## config.mk

```make
export PLATFORM = sky130hd
export DESIGN_NAME = fast_ir_port_status
export DESIGN_NICKNAME = d
export VERILOG_FILES = /design/src/verilog/fast_ir_port_pkg.sv /design/src/verilog/fast_ir_tag_fifo.sv /design/src/verilog/fast_ir_port_status.sv
export SDC_FILE = /design/constraint.sdc
export NUM_CORES = 1
export LEC_CHECK = 0
export ABC_AREA = 0
export BUFFER_PORTS_ARGS = -buffer_cell sky130_fd_sc_hd__buf_2
export CORE_ASPECT_RATIO = 1.1
export CORE_MARGIN = 2
export CORE_UTILIZATION = 45
export CTS_BUF_LIST = sky130_fd_sc_hd__clkbuf_2
export CTS_CLUSTER_SIZE = 16
export DETAILED_ROUTE_END_ITERATION = 8
export SETUP_SLACK_MARGIN = 0.5
export SLEW_MARGIN = 25
export SYNTH_ARGS = -nofsm -noshare
export SYNTH_HDL_FRONTEND = slang
export SYNTH_HIERARCHICAL = 1
export SYNTH_SLANG_ARGS = --single-unit
export TNS_END_PERCENT = 20
```

## constraint.sdc

```tcl
create_clock -name i_clk -period 4.7 [get_ports i_clk]
set_clock_uncertainty 0.05 [all_clocks]
set_input_delay 0.705 -clock i_clk [delete_from_list [all_inputs] [get_ports i_clk]]
set_output_delay 0.705 -clock i_clk [all_outputs]
set_load 0.05 [all_outputs]
```

## src/verilog/fast_ir_port_pkg.sv

```systemverilog
// constants shared by the fast infrared port status and fifo logic
package fast_ir_port_pkg;
    localparam int ADDR_W = 8;
    localparam logic [7:0] OFFSET_CONTROL = 8'h00;
    localparam logic [7:0] OFFSET_DATA = 8'h04;
    localparam logic [7:0] OFFSET_STATUS_PRIMARY = 8'h08;
    localparam logic [7:0] OFFSET_STATUS_SECONDARY = 8'h0c;
    // control register fields
    localparam int CTRL_RECEIVE_ENABLE = 0;
    localparam int CTRL_TRANSMIT_ENABLE = 1;
    localparam int CTRL_RECEIVE_IRQ_ENABLE = 2;
    localparam int CTRL_TRANSMIT_IRQ_ENABLE = 3;
    localparam logic [3:0] CTRL_RESET = 4'h0;
    // port_status_primary fields
    localparam int PRI_END_ERROR_IN_FIFO = 0;
    localparam int PRI_UNDERRUN = 1;
    localparam int PRI_RECEIVE_ABORT = 2;
    localparam int PRI_TRANSMIT_SERVICE = 3;
    localparam int PRI_RECEIVE_SERVICE = 4;
    localparam int PRI_FRAMING_ERROR = 5;
    // port_status_secondary fields
    localparam int SEC_RECEIVER_LOCKED = 0;
    localparam int SEC_TRANSMITTER_ACTIVE = 1;
    localparam int SEC_RECEIVE_NOT_EMPTY = 2;
    localparam int SEC_TRANSMIT_NOT_FULL = 3;
    localparam int SEC_END_OF_FRAME = 4;
    localparam int SEC_CRC_ERROR = 5;
    // hidden receive fifo tag positions
    localparam int TAG_END_OF_FRAME = 8;
    localparam int TAG_CRC_ERROR = 9;
    localparam int TAG_OVERRUN = 10;
    localparam int RX_ENTRY_W = 11;
    localparam int TX_ENTRY_W = 8;
    // sizes and thresholds
    localparam int TX_DEPTH_DEFAULT = 16;
    localparam int RX_DEPTH_DEFAULT = 16;
    localparam int RX_TRIGGER_DEFAULT = 12;
    localparam int TX_SERVICE_MAX = 8;
    localparam int EOF_WINDOW = 8;
    localparam logic STATUS_RESET = 1'b0;
    localparam logic [7:0] READ_IDLE = 8'h00;
endpackage

```

## src/verilog/fast_ir_tag_fifo.sv

```systemverilog
// shift-down fifo: entry 0 is the bottom, tags ride along with their data
`timescale 1ns/1ps
module fast_ir_tag_fifo #(
    parameter int WIDTH = 8,
    parameter int DEPTH = 16,
    parameter int CW = $clog2(DEPTH + 1)
) (
    input wire logic i_clk,
    input wire logic i_reset_n,
    input wire logic i_push,
    input wire logic [WIDTH-1:0] i_push_data,
    input wire logic i_pop,
    input wire logic i_mark,
    input wire logic [WIDTH-1:0] i_mark_bits,
    output logic [CW-1:0] o_count,
    output logic [DEPTH-1:0][WIDTH-1:0] o_entries
);
    typedef struct packed {
        logic [DEPTH-1:0][WIDTH-1:0] mem;
        logic [CW-1:0] count;
    } fifo_state_type;

    fifo_state_type state;
    fifo_state_type next_state;
    logic do_pop;
    logic do_push;

    if (DEPTH < 2) begin : g_depth_check
        $error("fifo depth must be at least two");
    end

    always_comb begin
        next_state = state;
        do_pop = i_pop && (state.count != '0);
        do_push = i_push && ((state.count != CW'(DEPTH)) || do_pop);
        // mark lands on the newest stored entry, before any shift
        if (i_mark && (state.count != '0)) begin
            next_state.mem[CW'(state.count - 1'b1)] = state.mem[CW'(state.count - 1'b1)] | i_mark_bits;
        end
        if (do_pop) begin
            for (int i = 0; i < DEPTH - 1; i++) begin
                next_state.mem[i] = next_state.mem[i + 1];
            end
            next_state.mem[DEPTH-1] = '0;
        end
        if (do_push) begin
            next_state.mem[CW'(state.count - CW'(do_pop))] = i_push_data;
        end
        next_state.count = CW'(state.count + CW'(do_push) - CW'(do_pop));
    end

    always_ff @(posedge i_clk) begin
        if (!i_reset_n) begin
            state <= '0;
        end else begin
            state <= next_state;
        end
    end

    assign o_count = state.count;
    assign o_entries = state.mem;
endmodule

```

## src/verilog/fast_ir_port_status.sv

```systemverilog
// status flags, fifo tags and register access of the fast infrared port
// Functional notes
// abort chips set receive abort, tag end of frame on last good byte, interrupt.
// transmit service, dma and masked irq while tx fifo holds eight or fewer, enabled.
// receive service, dma and masked irq at trigger level while receiver enabled.
// preamble followed by neither preamble nor start flag sets framing error, interrupt.
// receiver locked flag high while synchronized, low in hunt or disabled, no irq.
// transmitter active flag high while sending a frame part, low idle or disabled.
// receive not empty set while any valid byte is in the receive fifo.
// transmit not full set while any transmit entry is free.
// each receive entry carries three hidden tag bits at 8, 9 and 10.
// last byte of a frame enters the fifo with its end of frame tag.
// end of frame flag copies the bottom entry tag on every move down.
// end tag in bottom eight entries sets end/error in fifo, irq, blocks rx dma.
// crc mismatch sets the crc tag on the frame's last byte entry.
// crc error flag copies the bottom entry crc tag on every move down.
// crc tag in bottom half sets end/error in fifo, irq, blocks rx dma.
// software reads the secondary status before each data read after end/error.
// dma or irq only at trigger level; programmed reads poll receive not empty.
// secondary status raises no interrupt and is read only.
// writable primary status bits clear on writing one.
// no tags in the bottom eight entries clears end/error and re-enables rx dma.
// secondary bits: locked 0, active 1, not empty 2, not full 3, eof 4, crc 5.
// fifo derived flags follow the fifo contents in the same cycle.
`timescale 1ns/1ps
module fast_ir_port_status import fast_ir_port_pkg::*; #(
    parameter int TX_DEPTH = TX_DEPTH_DEFAULT,
    parameter int RX_DEPTH = RX_DEPTH_DEFAULT,
    parameter int RX_TRIGGER = RX_TRIGGER_DEFAULT
) (
    input wire logic i_clk,
    input wire logic i_reset_n,
    input wire logic [ADDR_W-1:0] i_addr,
    input wire logic [7:0] i_wr_data,
    input wire logic i_wr_en,
    input wire logic i_rd_en,
    input wire logic i_rx_byte_valid,
    input wire logic [7:0] i_rx_byte,
    input wire logic i_rx_last,
    input wire logic i_rx_crc_bad,
    input wire logic i_rx_abort,
    input wire logic i_rx_framing_error,
    input wire logic i_rx_locked,
    input wire logic i_tx_frame_active,
    input wire logic i_tx_take,
    output logic [7:0] o_rd_data,
    output logic [7:0] o_tx_byte,
    output logic o_tx_byte_valid,
    output logic o_rx_dma_req,
    output logic o_tx_dma_req,
    output logic o_irq,
    output logic o_receive_enable,
    output logic o_transmit_enable
);
    localparam int TXC_W = $clog2(TX_DEPTH + 1);
    localparam int RXC_W = $clog2(RX_DEPTH + 1);

    if ((RX_DEPTH < EOF_WINDOW) || (RX_TRIGGER < 1) || (RX_TRIGGER > RX_DEPTH)
        || (TX_DEPTH <= TX_SERVICE_MAX)) begin : g_param_check
        $error("fifo depths or receive trigger out of range");
    end

    typedef struct packed {
        logic [3:0] ctrl;
        logic receive_abort_status;
        logic framing_error_status;
        logic [7:0] rd_data;
        logic irq;
        logic rx_dma;
        logic tx_dma;
        logic tx_valid;
    } state_type;

    state_type state;
    state_type next_state;

    logic [TXC_W-1:0] tx_count;
    logic [TX_DEPTH-1:0][TX_ENTRY_W-1:0] tx_entries;
    logic [RXC_W-1:0] rx_count;
    logic [RX_DEPTH-1:0][RX_ENTRY_W-1:0] rx_entries;
    logic rx_push;
    logic [RX_ENTRY_W-1:0] rx_push_entry;
    logic rx_pop;
    logic tx_push;
    logic tx_pop;
    logic [TXC_W-1:0] tx_count_next;
    logic receive_enable;
    logic transmit_enable;
    logic transmit_service_status;
    logic receive_service_status;
    logic end_error_in_fifo;
    logic receiver_locked_flag;
    logic transmitter_active_flag;
    logic receive_not_empty_flag;
    logic transmit_not_full_flag;
    logic end_of_frame_flag;
    logic crc_error_flag;
    logic [7:0] status_primary;
    logic [7:0] status_secondary;

    // true when a tag bit is set in any of the lowest window entries
    function automatic logic tag_in_window(input logic [RX_DEPTH-1:0][RX_ENTRY_W-1:0] entries,
                                           input int tag_bit, input int window);
        logic hit;
        hit = 1'b0;
        for (int i = 0; i < RX_DEPTH; i++) begin
            if (i < window) begin
                hit = hit | entries[i][tag_bit];
            end
        end
        return hit;
    endfunction

    assign receive_enable = state.ctrl[CTRL_RECEIVE_ENABLE];
    assign transmit_enable = state.ctrl[CTRL_TRANSMIT_ENABLE];

    // data register access: a read drains the bottom entry, a write fills the tx fifo
    assign rx_pop = i_rd_en && (i_addr == OFFSET_DATA);
    assign tx_push = i_wr_en && (i_addr == OFFSET_DATA);
    assign rx_push = i_rx_byte_valid && receive_enable;
    // mirrors the tx fifo count so that the byte valid output can leave from a flop
    assign tx_pop = i_tx_take && transmit_enable && (tx_count != '0);
    assign tx_count_next = TXC_W'(tx_count + TXC_W'(tx_push && ((tx_count != TXC_W'(TX_DEPTH)) || tx_pop))
        - TXC_W'(tx_pop));
    // hidden tags sit above the data byte
    always_comb begin
        rx_push_entry = '0;
        rx_push_entry[7:0] = i_rx_byte;
        rx_push_entry[TAG_END_OF_FRAME] = i_rx_last;
        rx_push_entry[TAG_CRC_ERROR] = i_rx_last && i_rx_crc_bad;
    end

    // writes into a full fifo are dropped unless a read pops in the same cycle; nothing sets the overrun tag
    fast_ir_tag_fifo #(
        .WIDTH(RX_ENTRY_W),
        .DEPTH(RX_DEPTH),
        .CW(RXC_W)
    ) u_rx_fifo (
        .i_clk(i_clk),
        .i_reset_n(i_reset_n),
        .i_push(rx_push),
        .i_push_data(rx_push_entry),
        .i_pop(rx_pop),
        .i_mark(i_rx_abort),
        .i_mark_bits(RX_ENTRY_W'(1 << TAG_END_OF_FRAME)),
        .o_count(rx_count),
        .o_entries(rx_entries)
    );

    fast_ir_tag_fifo #(
        .WIDTH(TX_ENTRY_W),
        .DEPTH(TX_DEPTH),
        .CW(TXC_W)
    ) u_tx_fifo (
        .i_clk(i_clk),
        .i_reset_n(i_reset_n),
        .i_push(tx_push),
        .i_push_data(i_wr_data),
        .i_pop(tx_pop),
        .i_mark(1'b0),
        .i_mark_bits('0),
        .o_count(tx_count),
        .o_entries(tx_entries)
    );

    // flags read straight from the fifo flops, so a read never sees stale state
    always_comb begin
        end_error_in_fifo = tag_in_window(rx_entries, TAG_END_OF_FRAME, EOF_WINDOW)
            | tag_in_window(rx_entries, TAG_CRC_ERROR, RX_DEPTH / 2)
            | tag_in_window(rx_entries, TAG_OVERRUN, EOF_WINDOW);
        transmit_service_status = transmit_enable && (tx_count <= TXC_W'(TX_SERVICE_MAX));
        receive_service_status = receive_enable && (rx_count >= RXC_W'(RX_TRIGGER));
        receiver_locked_flag = receive_enable && i_rx_locked;
        transmitter_active_flag = transmit_enable && i_tx_frame_active;
        receive_not_empty_flag = (rx_count != '0);
        transmit_not_full_flag = (tx_count != TXC_W'(TX_DEPTH));
        end_of_frame_flag = receive_not_empty_flag && rx_entries[0][TAG_END_OF_FRAME];
        crc_error_flag = receive_not_empty_flag && rx_entries[0][TAG_CRC_ERROR];
        status_primary = '0;
        status_primary[PRI_END_ERROR_IN_FIFO] = end_error_in_fifo;
        status_primary[PRI_RECEIVE_ABORT] = state.receive_abort_status;
        status_primary[PRI_TRANSMIT_SERVICE] = transmit_service_status;
        status_primary[PRI_RECEIVE_SERVICE] = receive_service_status;
        status_primary[PRI_FRAMING_ERROR] = state.framing_error_status;
        status_secondary = '0;
        status_secondary[SEC_RECEIVER_LOCKED] = receiver_locked_flag;
        status_secondary[SEC_TRANSMITTER_ACTIVE] = transmitter_active_flag;
        status_secondary[SEC_RECEIVE_NOT_EMPTY] = receive_not_empty_flag;
        status_secondary[SEC_TRANSMIT_NOT_FULL] = transmit_not_full_flag;
        status_secondary[SEC_END_OF_FRAME] = end_of_frame_flag;
        status_secondary[SEC_CRC_ERROR] = crc_error_flag;
    end

    always_comb begin
        next_state = state;
        next_state.rd_data = READ_IDLE;
        if (i_wr_en) begin
            if (i_addr == OFFSET_CONTROL) begin
                next_state.ctrl = i_wr_data[3:0];
            end else if (i_addr == OFFSET_STATUS_PRIMARY) begin
                // write one to clear; an event in the same cycle is applied after and wins
                if (i_wr_data[PRI_RECEIVE_ABORT]) begin
                    next_state.receive_abort_status = 1'b0;
                end
                if (i_wr_data[PRI_FRAMING_ERROR]) begin
                    next_state.framing_error_status = 1'b0;
                end
            end
        end
        if (i_rx_abort) begin
            next_state.receive_abort_status = 1'b1;
        end
        if (i_rx_framing_error) begin
            next_state.framing_error_status = 1'b1;
        end
        if (i_rd_en) begin
            if (i_addr == OFFSET_CONTROL) begin
                next_state.rd_data = {4'h0, state.ctrl};
            end else if (i_addr == OFFSET_DATA) begin
                next_state.rd_data = rx_entries[0][7:0];
            end else if (i_addr == OFFSET_STATUS_PRIMARY) begin
                next_state.rd_data = status_primary;
            end else if (i_addr == OFFSET_STATUS_SECONDARY) begin
                next_state.rd_data = status_secondary;
            end else begin
                next_state.rd_data = READ_IDLE;
            end
        end
        // the end/error condition holds off receive dma until the tags leave the window
        next_state.rx_dma = receive_service_status && !end_error_in_fifo;
        next_state.tx_dma = transmit_service_status;
        next_state.tx_valid = next_state.ctrl[CTRL_TRANSMIT_ENABLE] && (tx_count_next != '0);
        // secondary status flags deliberately take no part in the interrupt
        next_state.irq = state.receive_abort_status || state.framing_error_status || end_error_in_fifo
            || (transmit_service_status && state.ctrl[CTRL_TRANSMIT_IRQ_ENABLE])
            || (receive_service_status && state.ctrl[CTRL_RECEIVE_IRQ_ENABLE]);
    end

    always_ff @(posedge i_clk) begin
        if (!i_reset_n) begin
            state <= '{ctrl: CTRL_RESET, receive_abort_status: STATUS_RESET, framing_error_status: STATUS_RESET,
                       rd_data: READ_IDLE, irq: 1'b0, rx_dma: 1'b0, tx_dma: 1'b0, tx_valid: 1'b0};
        end else begin
            state <= next_state;
        end
    end

    assign o_rd_data = state.rd_data;
    assign o_tx_byte = tx_entries[0];
    assign o_tx_byte_valid = state.tx_valid;
    assign o_rx_dma_req = state.rx_dma;
    assign o_tx_dma_req = state.tx_dma;
    assign o_irq = state.irq;
    assign o_receive_enable = receive_enable;
    assign o_transmit_enable = transmit_enable;
endmodule

```

Word-level counts from Yosys, hierarchy flattened
Index checks and enable logic that the tools add are counted.

operators by class
  $add $sub $neg = 9
  multiply operators = 0
  divide/modulo/power cells = 0
  magnitude comparators = 8
  equality and inequality tests = 7
  shifts and indexed selects = 0
  multiplexer cells = 28
  bitwise gates (word level) = 25
  reductions and logical operators = 48

operators with widths
  kind                                                 count
  2-to-1 mux 176 bit                                   3
  bitwise mux 176 bit                                  2
  2-to-1 mux 128 bit                                   2
  bitwise mux 128 bit                                  1
  demux 11 bit (select 4 bit)                          2
  binary-select mux 11 bit (select 4 bit)              1
  2-to-1 mux 11 bit                                    3
  demux 8 bit (select 4 bit)                           1
  logical AND 1 bit                                    25
  subtractor 5 x 1 -> 5 bit                            5
  OR 1 bit                                             23
  equality test 8 x 4 -> 1 bit, second input constant  2
  2-to-1 mux 8 bit                                     2
  adder 5 x 1 -> 5 bit                                 3
  >= comparator 5 x 1 -> 1 bit, second input constant  3
  < comparator 5 bit, second input constant            3
  nonzero test 5 bit                                   3
  2-to-1 mux 6 bit                                     2
  nonzero test 2 bit                                   6
  != test 5 bit, second input constant                 2
  equality test 8 x 3 -> 1 bit, second input constant  1
  logical NOT 8 bit                                    1
  2-to-1 mux 4 bit                                     2
  AND reduction 4 bit                                  2
  other kinds (11)                                     25

storage, ports and cells
  bits in registers = 332
  latch bits = 0
  RAM bits = 0
  memory bits (read-only) = 0
  input port bits = 36
  output and inout bits = 22
  word-level logic and storage cells = 169
  memories = 0

Depth between registers and ports, before layout
  word-level depth = 12
  mapped depth = 17
  depth with buffers taken out = 14

Cells and area by module
Netlist, hierarchy kept.

modules (own cells, without submodules)
  module                         times used  cells each  area an instance (sq um)  seq. area each (sq um)
  fast_ir_tag_fifo at u_rx_fifo  1           1320        11566.1                   3623.5
  fast_ir_tag_fifo at u_tx_fifo  1           1066        9228.9                    2662.6
  fast_ir_port_status            1           139         1216.2                    360.3

Worst setup path before layout
OpenSTA, ideal clock, no wires.

  kind = input -> register
  start = input i_addr[5]
  end = register u_rx_fifo.state, in the netlist u_rx_fifo/o_entries[96]
  data arrival time = 3777 ps
  required time = 4528 ps
  path slack = 751 ps
  cell stages on the path = 15
  cells stage by stage = nor4_4 and4_2 clkbuf_1 nand2_1 clkbuf_1 nor2_1 ha_1 nand4_1 o2bb2ai_2 nand2_1 buf_2 o31ai_2 buf_4 a211oi_1 a221o_1

on the way
  word-level cells in the longest chain between the ends = 10

ends and longest elaborated chain
  what                                                                                             line                        source
  from (decl)                                                                                      fast_ir_port_status.sv:33   input wire logic [ADDR_W-1:0] i_addr,
  equality test 8 x 3 -> 1 bit (*)                                                                 fast_ir_port_status.sv:118  assign rx_pop = i_rd_en && (i_addr == OFFSET_DATA);
  logical AND 1 bit (*)                                                                            fast_ir_port_status.sv:118
  named net rx_pop                                                                                 fast_ir_port_status.sv:83   logic rx_pop;
  logical AND 1 bit (*)                                                                            fast_ir_tag_fifo.sv:34      do_pop = i_pop && (state.count != '0);
  subtractor 5 x 1 -> 5 bit                                                                        fast_ir_tag_fifo.sv:47      next_state.mem[CW'(state.count - CW'(do_pop))] = i_push_data;
  >= comparator 5 x 1 -> 1 bit (not written as such) / < comparator 5 bit (equally long branches)  fast_ir_tag_fifo.sv:47
  logical AND 1 bit (not written as such)                                                          fast_ir_tag_fifo.sv:47
  2-to-1 mux 11 bit (not written as such)                                                          fast_ir_tag_fifo.sv:47
  demux 11 bit (select 4 bit)                                                                      -
  bitwise mux 176 bit                                                                              fast_ir_tag_fifo.sv:47
  2-to-1 mux 176 bit (*)                                                                           fast_ir_tag_fifo.sv:46      if (do_push) begin
  to (signal assigned)                                                                             fast_ir_tag_fifo.sv:56      state <= next_state;
  to (decl)                                                                                        fast_ir_tag_fifo.sv:23      fifo_state_type state;

The timed path passes the listed nets; every way through them passes the cells marked *.
A chain may end at the register's enable or synchronous reset.

Final worst setup path
  start = register u_rx_fifo.state, in the netlist u_rx_fifo/o_count[3]
  end = register u_rx_fifo.state, in the netlist u_rx_fifo/o_entries[139]

on the way
  word-level cells in the longest chain between the ends = 10

ends and longest elaborated chain
  what                                                                                             line                    source
  subtractor 5 x 1 -> 5 bit                                                                        fast_ir_tag_fifo.sv:38  next_state.mem[CW'(state.count - 1'b1)] = state.mem[CW'(state.count - 1'b1)] | i_mark_bits;
  >= comparator 5 x 1 -> 1 bit (not written as such) / < comparator 5 bit (equally long branches)  fast_ir_tag_fifo.sv:38
  logical AND 1 bit (not written as such)                                                          fast_ir_tag_fifo.sv:38
  2-to-1 mux 11 bit (not written as such)                                                          fast_ir_tag_fifo.sv:38
  demux 11 bit (select 4 bit)                                                                      -
  bitwise mux 176 bit                                                                              fast_ir_tag_fifo.sv:38
  2-to-1 mux 176 bit                                                                               fast_ir_tag_fifo.sv:37  if (i_mark && (state.count != '0)) begin
  2-to-1 mux 176 bit                                                                               fast_ir_tag_fifo.sv:40  if (do_pop) begin
  bitwise mux 176 bit                                                                              fast_ir_tag_fifo.sv:47
  2-to-1 mux 176 bit (*)                                                                           fast_ir_tag_fifo.sv:46

Mark *: on every way between the ends. The rest lies on a longest branch, timed or not. The select of a mux whose other input is x is not followed.

==> summary.md <==
| Metric | Value |
|---|---|
| Status | finished, violations left |
| Failing checks | max-slew violations |
| First-pass GRT wire length | 130000 microns |
| Count leader, synth | dfxtp_1 |
| Chip width | ~210 microns |
| Share of post-route cells with drive strength above 1 | 20.1% |
| Placeable Area | 0.0486 sq mm |
| Worst slew margin | -61.7% |
| DP HPWL | 56800 microns |
| P_sw | 1.58 mW |
| LEAKAGE | 8.28 nW |
| Area leader, netlist | dfxtp_1 |
| FFs w/ async S/R, synth | 0% |
| Fin cells | between 3000 and 4000 |
| DRT antenna net count | 0 |
| Crit Reg-Reg Startpoint | u_rx_fifo/o_count[3]$_SDFF_PN0_ |
| CP Max Fanout | 15 |
| Top Layer Used | met4 |
| Power share of the clock group | 40.9% |
| CTS tree | yes |
| Post-route cell area | 0.0244 sq mm |
| RR Endpoint | u_rx_fifo/o_entries[139]$_SDFF_PN0_ |
| Pint | ~3.7 mW |
| Crit path launch type | flip-flop |
| Crit path time final | 4270 ps |
| Worst Max-Slew Pin Slew | 2410 ps |
| Logic pwr share | under 10% |
| RSZ-0062 raised after global routing | yes |
| Number of flops mapped to enable cells by yosys | 0 |
| Starting Density | 45.3% |
| Fin. Hold Viols | 0 |
| Setup TNS | 0 ps |
| Worst Setup SP | u_rx_fifo/o_count[3]$_SDFF_PN0_ |
| Reg2reg setup slack | 430 ps |
| Die area | between 0.05 and 0.06 sq mm |
| Final worst-path cycle share | between 90 and 100% |
| Drt wl/cell | around 25 microns |
| Total gr overflow | 0 |
| H-tree depth reported by CTS | 3 |
| Final hold slack | around 130 ps |
| Critical Path AT | 5200 ps |
| Metal-1 WL | 32500 microns |
| Clock sinks | around 330 |
| Mapped Area | roughly 0.022 sq mm |
| Fillers | between 4000 and 5000 |
| Sequential power share | 53.2% |
| Yosys cell types | 100 |
| Worst Setup Path Type | reg2reg |
| Clk_lat worst skew | 1110 ps |
| Final #Nets | roughly 2700 |
| Wire length on met2 | 40400 microns |
| Synth area leaders | dfxtp_1 30%, mux2i_1 6.8%, mux4_2 6.5%, o21ai_0 5.4%, a21oi_1 3.4% |
| Max cap viols | 0 |
| Area delta synth->final | 10.7% |
| Port bufs | 57 |
| Drt initial violations | 2218 |
| DP Area | around 0.023 sq mm |
| Die height | 236 microns |
| Top-level I/O count | 58 |
| DR vias | 22100 |
| Yosys warns | 6 |
| Synth Register Bits | around 330 |
| Sequential area share after synthesis | 30.2% |
| Vias in the first global route | around 22000 |
| Min-delay worst type | in2reg |
| Final Slew Violations | about 150 |
| Cell Pwr Density | 217 mW/mm^2 |
| VDD IR-drop max | 159 uV |
| Placed cell count | about 3200 |
| Largest net degree at the start of global routing | 88 |
| # DRC | 0 |
| Drt pass-1 iters | 8 |
| Clock Pin Slew Worst Setup and Hold Paths | 100 ps |
| CTS root buf | clkbuf_2 |
| Syn_area_per_cell | 8.72 sq um |
| Crit path capture | u_rx_fifo/o_entries[139]$_SDFF_PN0_ |
| Yosys top cell area share | about 30% |
| Switching fraction of total power | 30.0% |
| Row cnt | 85 |
| Element type at the critical path end | flip-flop |
| Via/cell ratio | 6.50 |
| CP required | 5640 ps |
| Synth top cells by count | 332 x dfxtp_1, 239 x o21ai_0, 191 x nand2_1, 169 x nor2_1, 151 x a21oi_1 |
| Fmax | 234 MHz |
| Cells after synthesis | between 2000 and 3000 |
| Num CTS Buffers | 95 |
| Synth Flop Type | dfxtp_1 |
| GP Congestion | between 0.9 and 1 |
| Clock Path Buffers | 3 |
| Initial antenna violation count | 1 |
| Total track usage | 33.1% |
| Final Setup Violations | 0 |
| DR WL met3 | 6560 microns |
| Total Wirelength | 86200 microns |
| R2R cell count | 13 |
==> worst max-delay path, stage by stage (launching register included) <==
cell      delay, ps
dfxtp_1         320
buf_4           210
inv_2           300
ha_1            380
nand3b_4        100
nand2_1          90
nor2_1           50
ha_1            270
xor2_1          630
and2_1          360
nand4_1         410
nand2_1         590
nor3b_1         120
a221o_1         280
==> placed cells by master, fill, tap and decap left out, types with 19 or more instances in the layout <==
| cell type | instances |
|---|---|
| buf_2 | 56 |
| a211o_1 | 36 |
| buf_4 | 80 |
| and2_1 | 27 |
| conb_1 | 89 |
| ha_1 | 30 |
| a22oi_1 | 23 |
| nand4_1 | 20 |
| o22ai_1 | 22 |
| clkbuf_2 | 143 |
| clkinv_1 | 19 |
| mux2_2 | 51 |
| nor2_1 | 168 |
| o21ai_0 | 239 |
| dfxtp_1 | 330 |
| nor3_1 | 39 |
| dlygate4sd3_1 | 36 |
| a21oi_1 | 149 |
| o221ai_1 | 70 |
| inv_1 | 33 |
| nor2b_1 | 27 |
| nor4_1 | 23 |
| nand3_1 | 37 |
| o22a_1 | 31 |
| o211ai_1 | 45 |
| a31oi_1 | 59 |
| or3_1 | 46 |
| or2_2 | 35 |
| nand2_1 | 188 |
| mux4_2 | 64 |
| and3_1 | 23 |
| mux2i_1 | 149 |
==> power groups by stage <==
stage | Clock [mW] | Combinational [mW] | Sequential (mW)
floorplan | 0 | 0.159 | 2.88
global placement | 0 | 0.274 | 2.88
detailed placement | 0 | 0.276 | 2.88
CTS | 2.23 | 0.295 | 2.81
global route | 2.36 | 0.330 | 2.82
finish | 2.16 | 0.311 | 2.81
==> kinds of logic after synthesis <==
logic type	Yosys count	synth area share, %
AOI/OAI and AO/OA	879	27.3
and+or+nand+nor	735	17.8
adders and majority gates	34	2.04
muxes	266	16.1
DFF	332	30.2
buffers and inverters	254	5.32
xor gates and xnor gates	23	1.19
other	2	0.0341
==> flip-flops by register name (all words and copies together) (netlist names), 4 cells and up <==
| name | count |
|---|---|
| u_tx_fifo/o_count | 5 |
| o_rd_data | 8 |
| u_tx_fifo/o_entries | 128 |
| u_rx_fifo/o_entries | 176 |
| u_rx_fifo/o_count | 5 |
| state | 4 |
==> final cells by class <==
| cell class | instances | area [sq um] | share of cell area [%] |
|---|---|---|---|
| Multi-Input combinational cell | 2026 | 14600 | 60.1 |
| Antenna cell | 1 | 2.50 | 0.0103 |
| Timing Repair Buffer | 175 | 1300 | 5.33 |
| Sequential cell | 332 | 6650 | 27.3 |
| Tap cell | 652 | 816 | 3.35 |
| Inverter | 35 | 131 | 0.539 |
| Clock inverter | 27 | 108 | 0.441 |
| Clock buffer | 143 | 716 | 2.94 |
==> repair_timing <==
| item | in CTS | in global routing |
|---|---|---|
| resized for setup | 0 | 10 |
| endpoints found under the setup margin | 3 | 83 |
| hold buffers | 36 | 0 |
| buffers inserted | 0 | 2 |
| hold endpoints to repair | 99 | 0 |
| pin swaps | 0 | 1 |
==> per-layer routing <==
metal  global-route usage, %  vias to the layer above
met2                    54.6                     1227
met4                    25.8                        0
met5                       0                        -
li1                        -                     9925
met3                    5.76                      351
met1                    38.1                    10600
==> stage by stage <==
step | power, mW | worst slack (ps) | utilization, %
after detailed placement | 3.16 | 332 | 47.5
after global placement | 3.15 | 409 | 47.5
after global routing | 5.51 | 366 | 50.1
after floorplan | 3.04 | 751 | -
final | 5.29 | 432 | 50.1
after CTS | 5.34 | 465 | 50.0
==> how the worst min path moves through the flow <==
stage,from,slack [ps],depth (start not counted),to
5_1_grt,i_addr[6],110,6,state[16]$_SDFFE_PN0P_
2_1_floorplan,u_rx_fifo/o_entries[0]$_SDFF_PN0_,400,2,o_rd_data[0]$_SDFF_PN0_
6_report,i_addr[6],130,6,state[16]$_SDFFE_PN0P_
4_1_cts,i_addr[6],30,6,state[16]$_SDFFE_PN0P_
3_3_place_gp,u_rx_fifo/o_entries[129]$_SDFF_PN0_,480,2,u_rx_fifo/o_entries[129]$_SDFF_PN0_
3_5_place_dp,u_rx_fifo/o_entries[0]$_SDFF_PN0_,470,2,o_rd_data[0]$_SDFF_PN0_
Note: power is estimated with default switching activity, not from simulation.
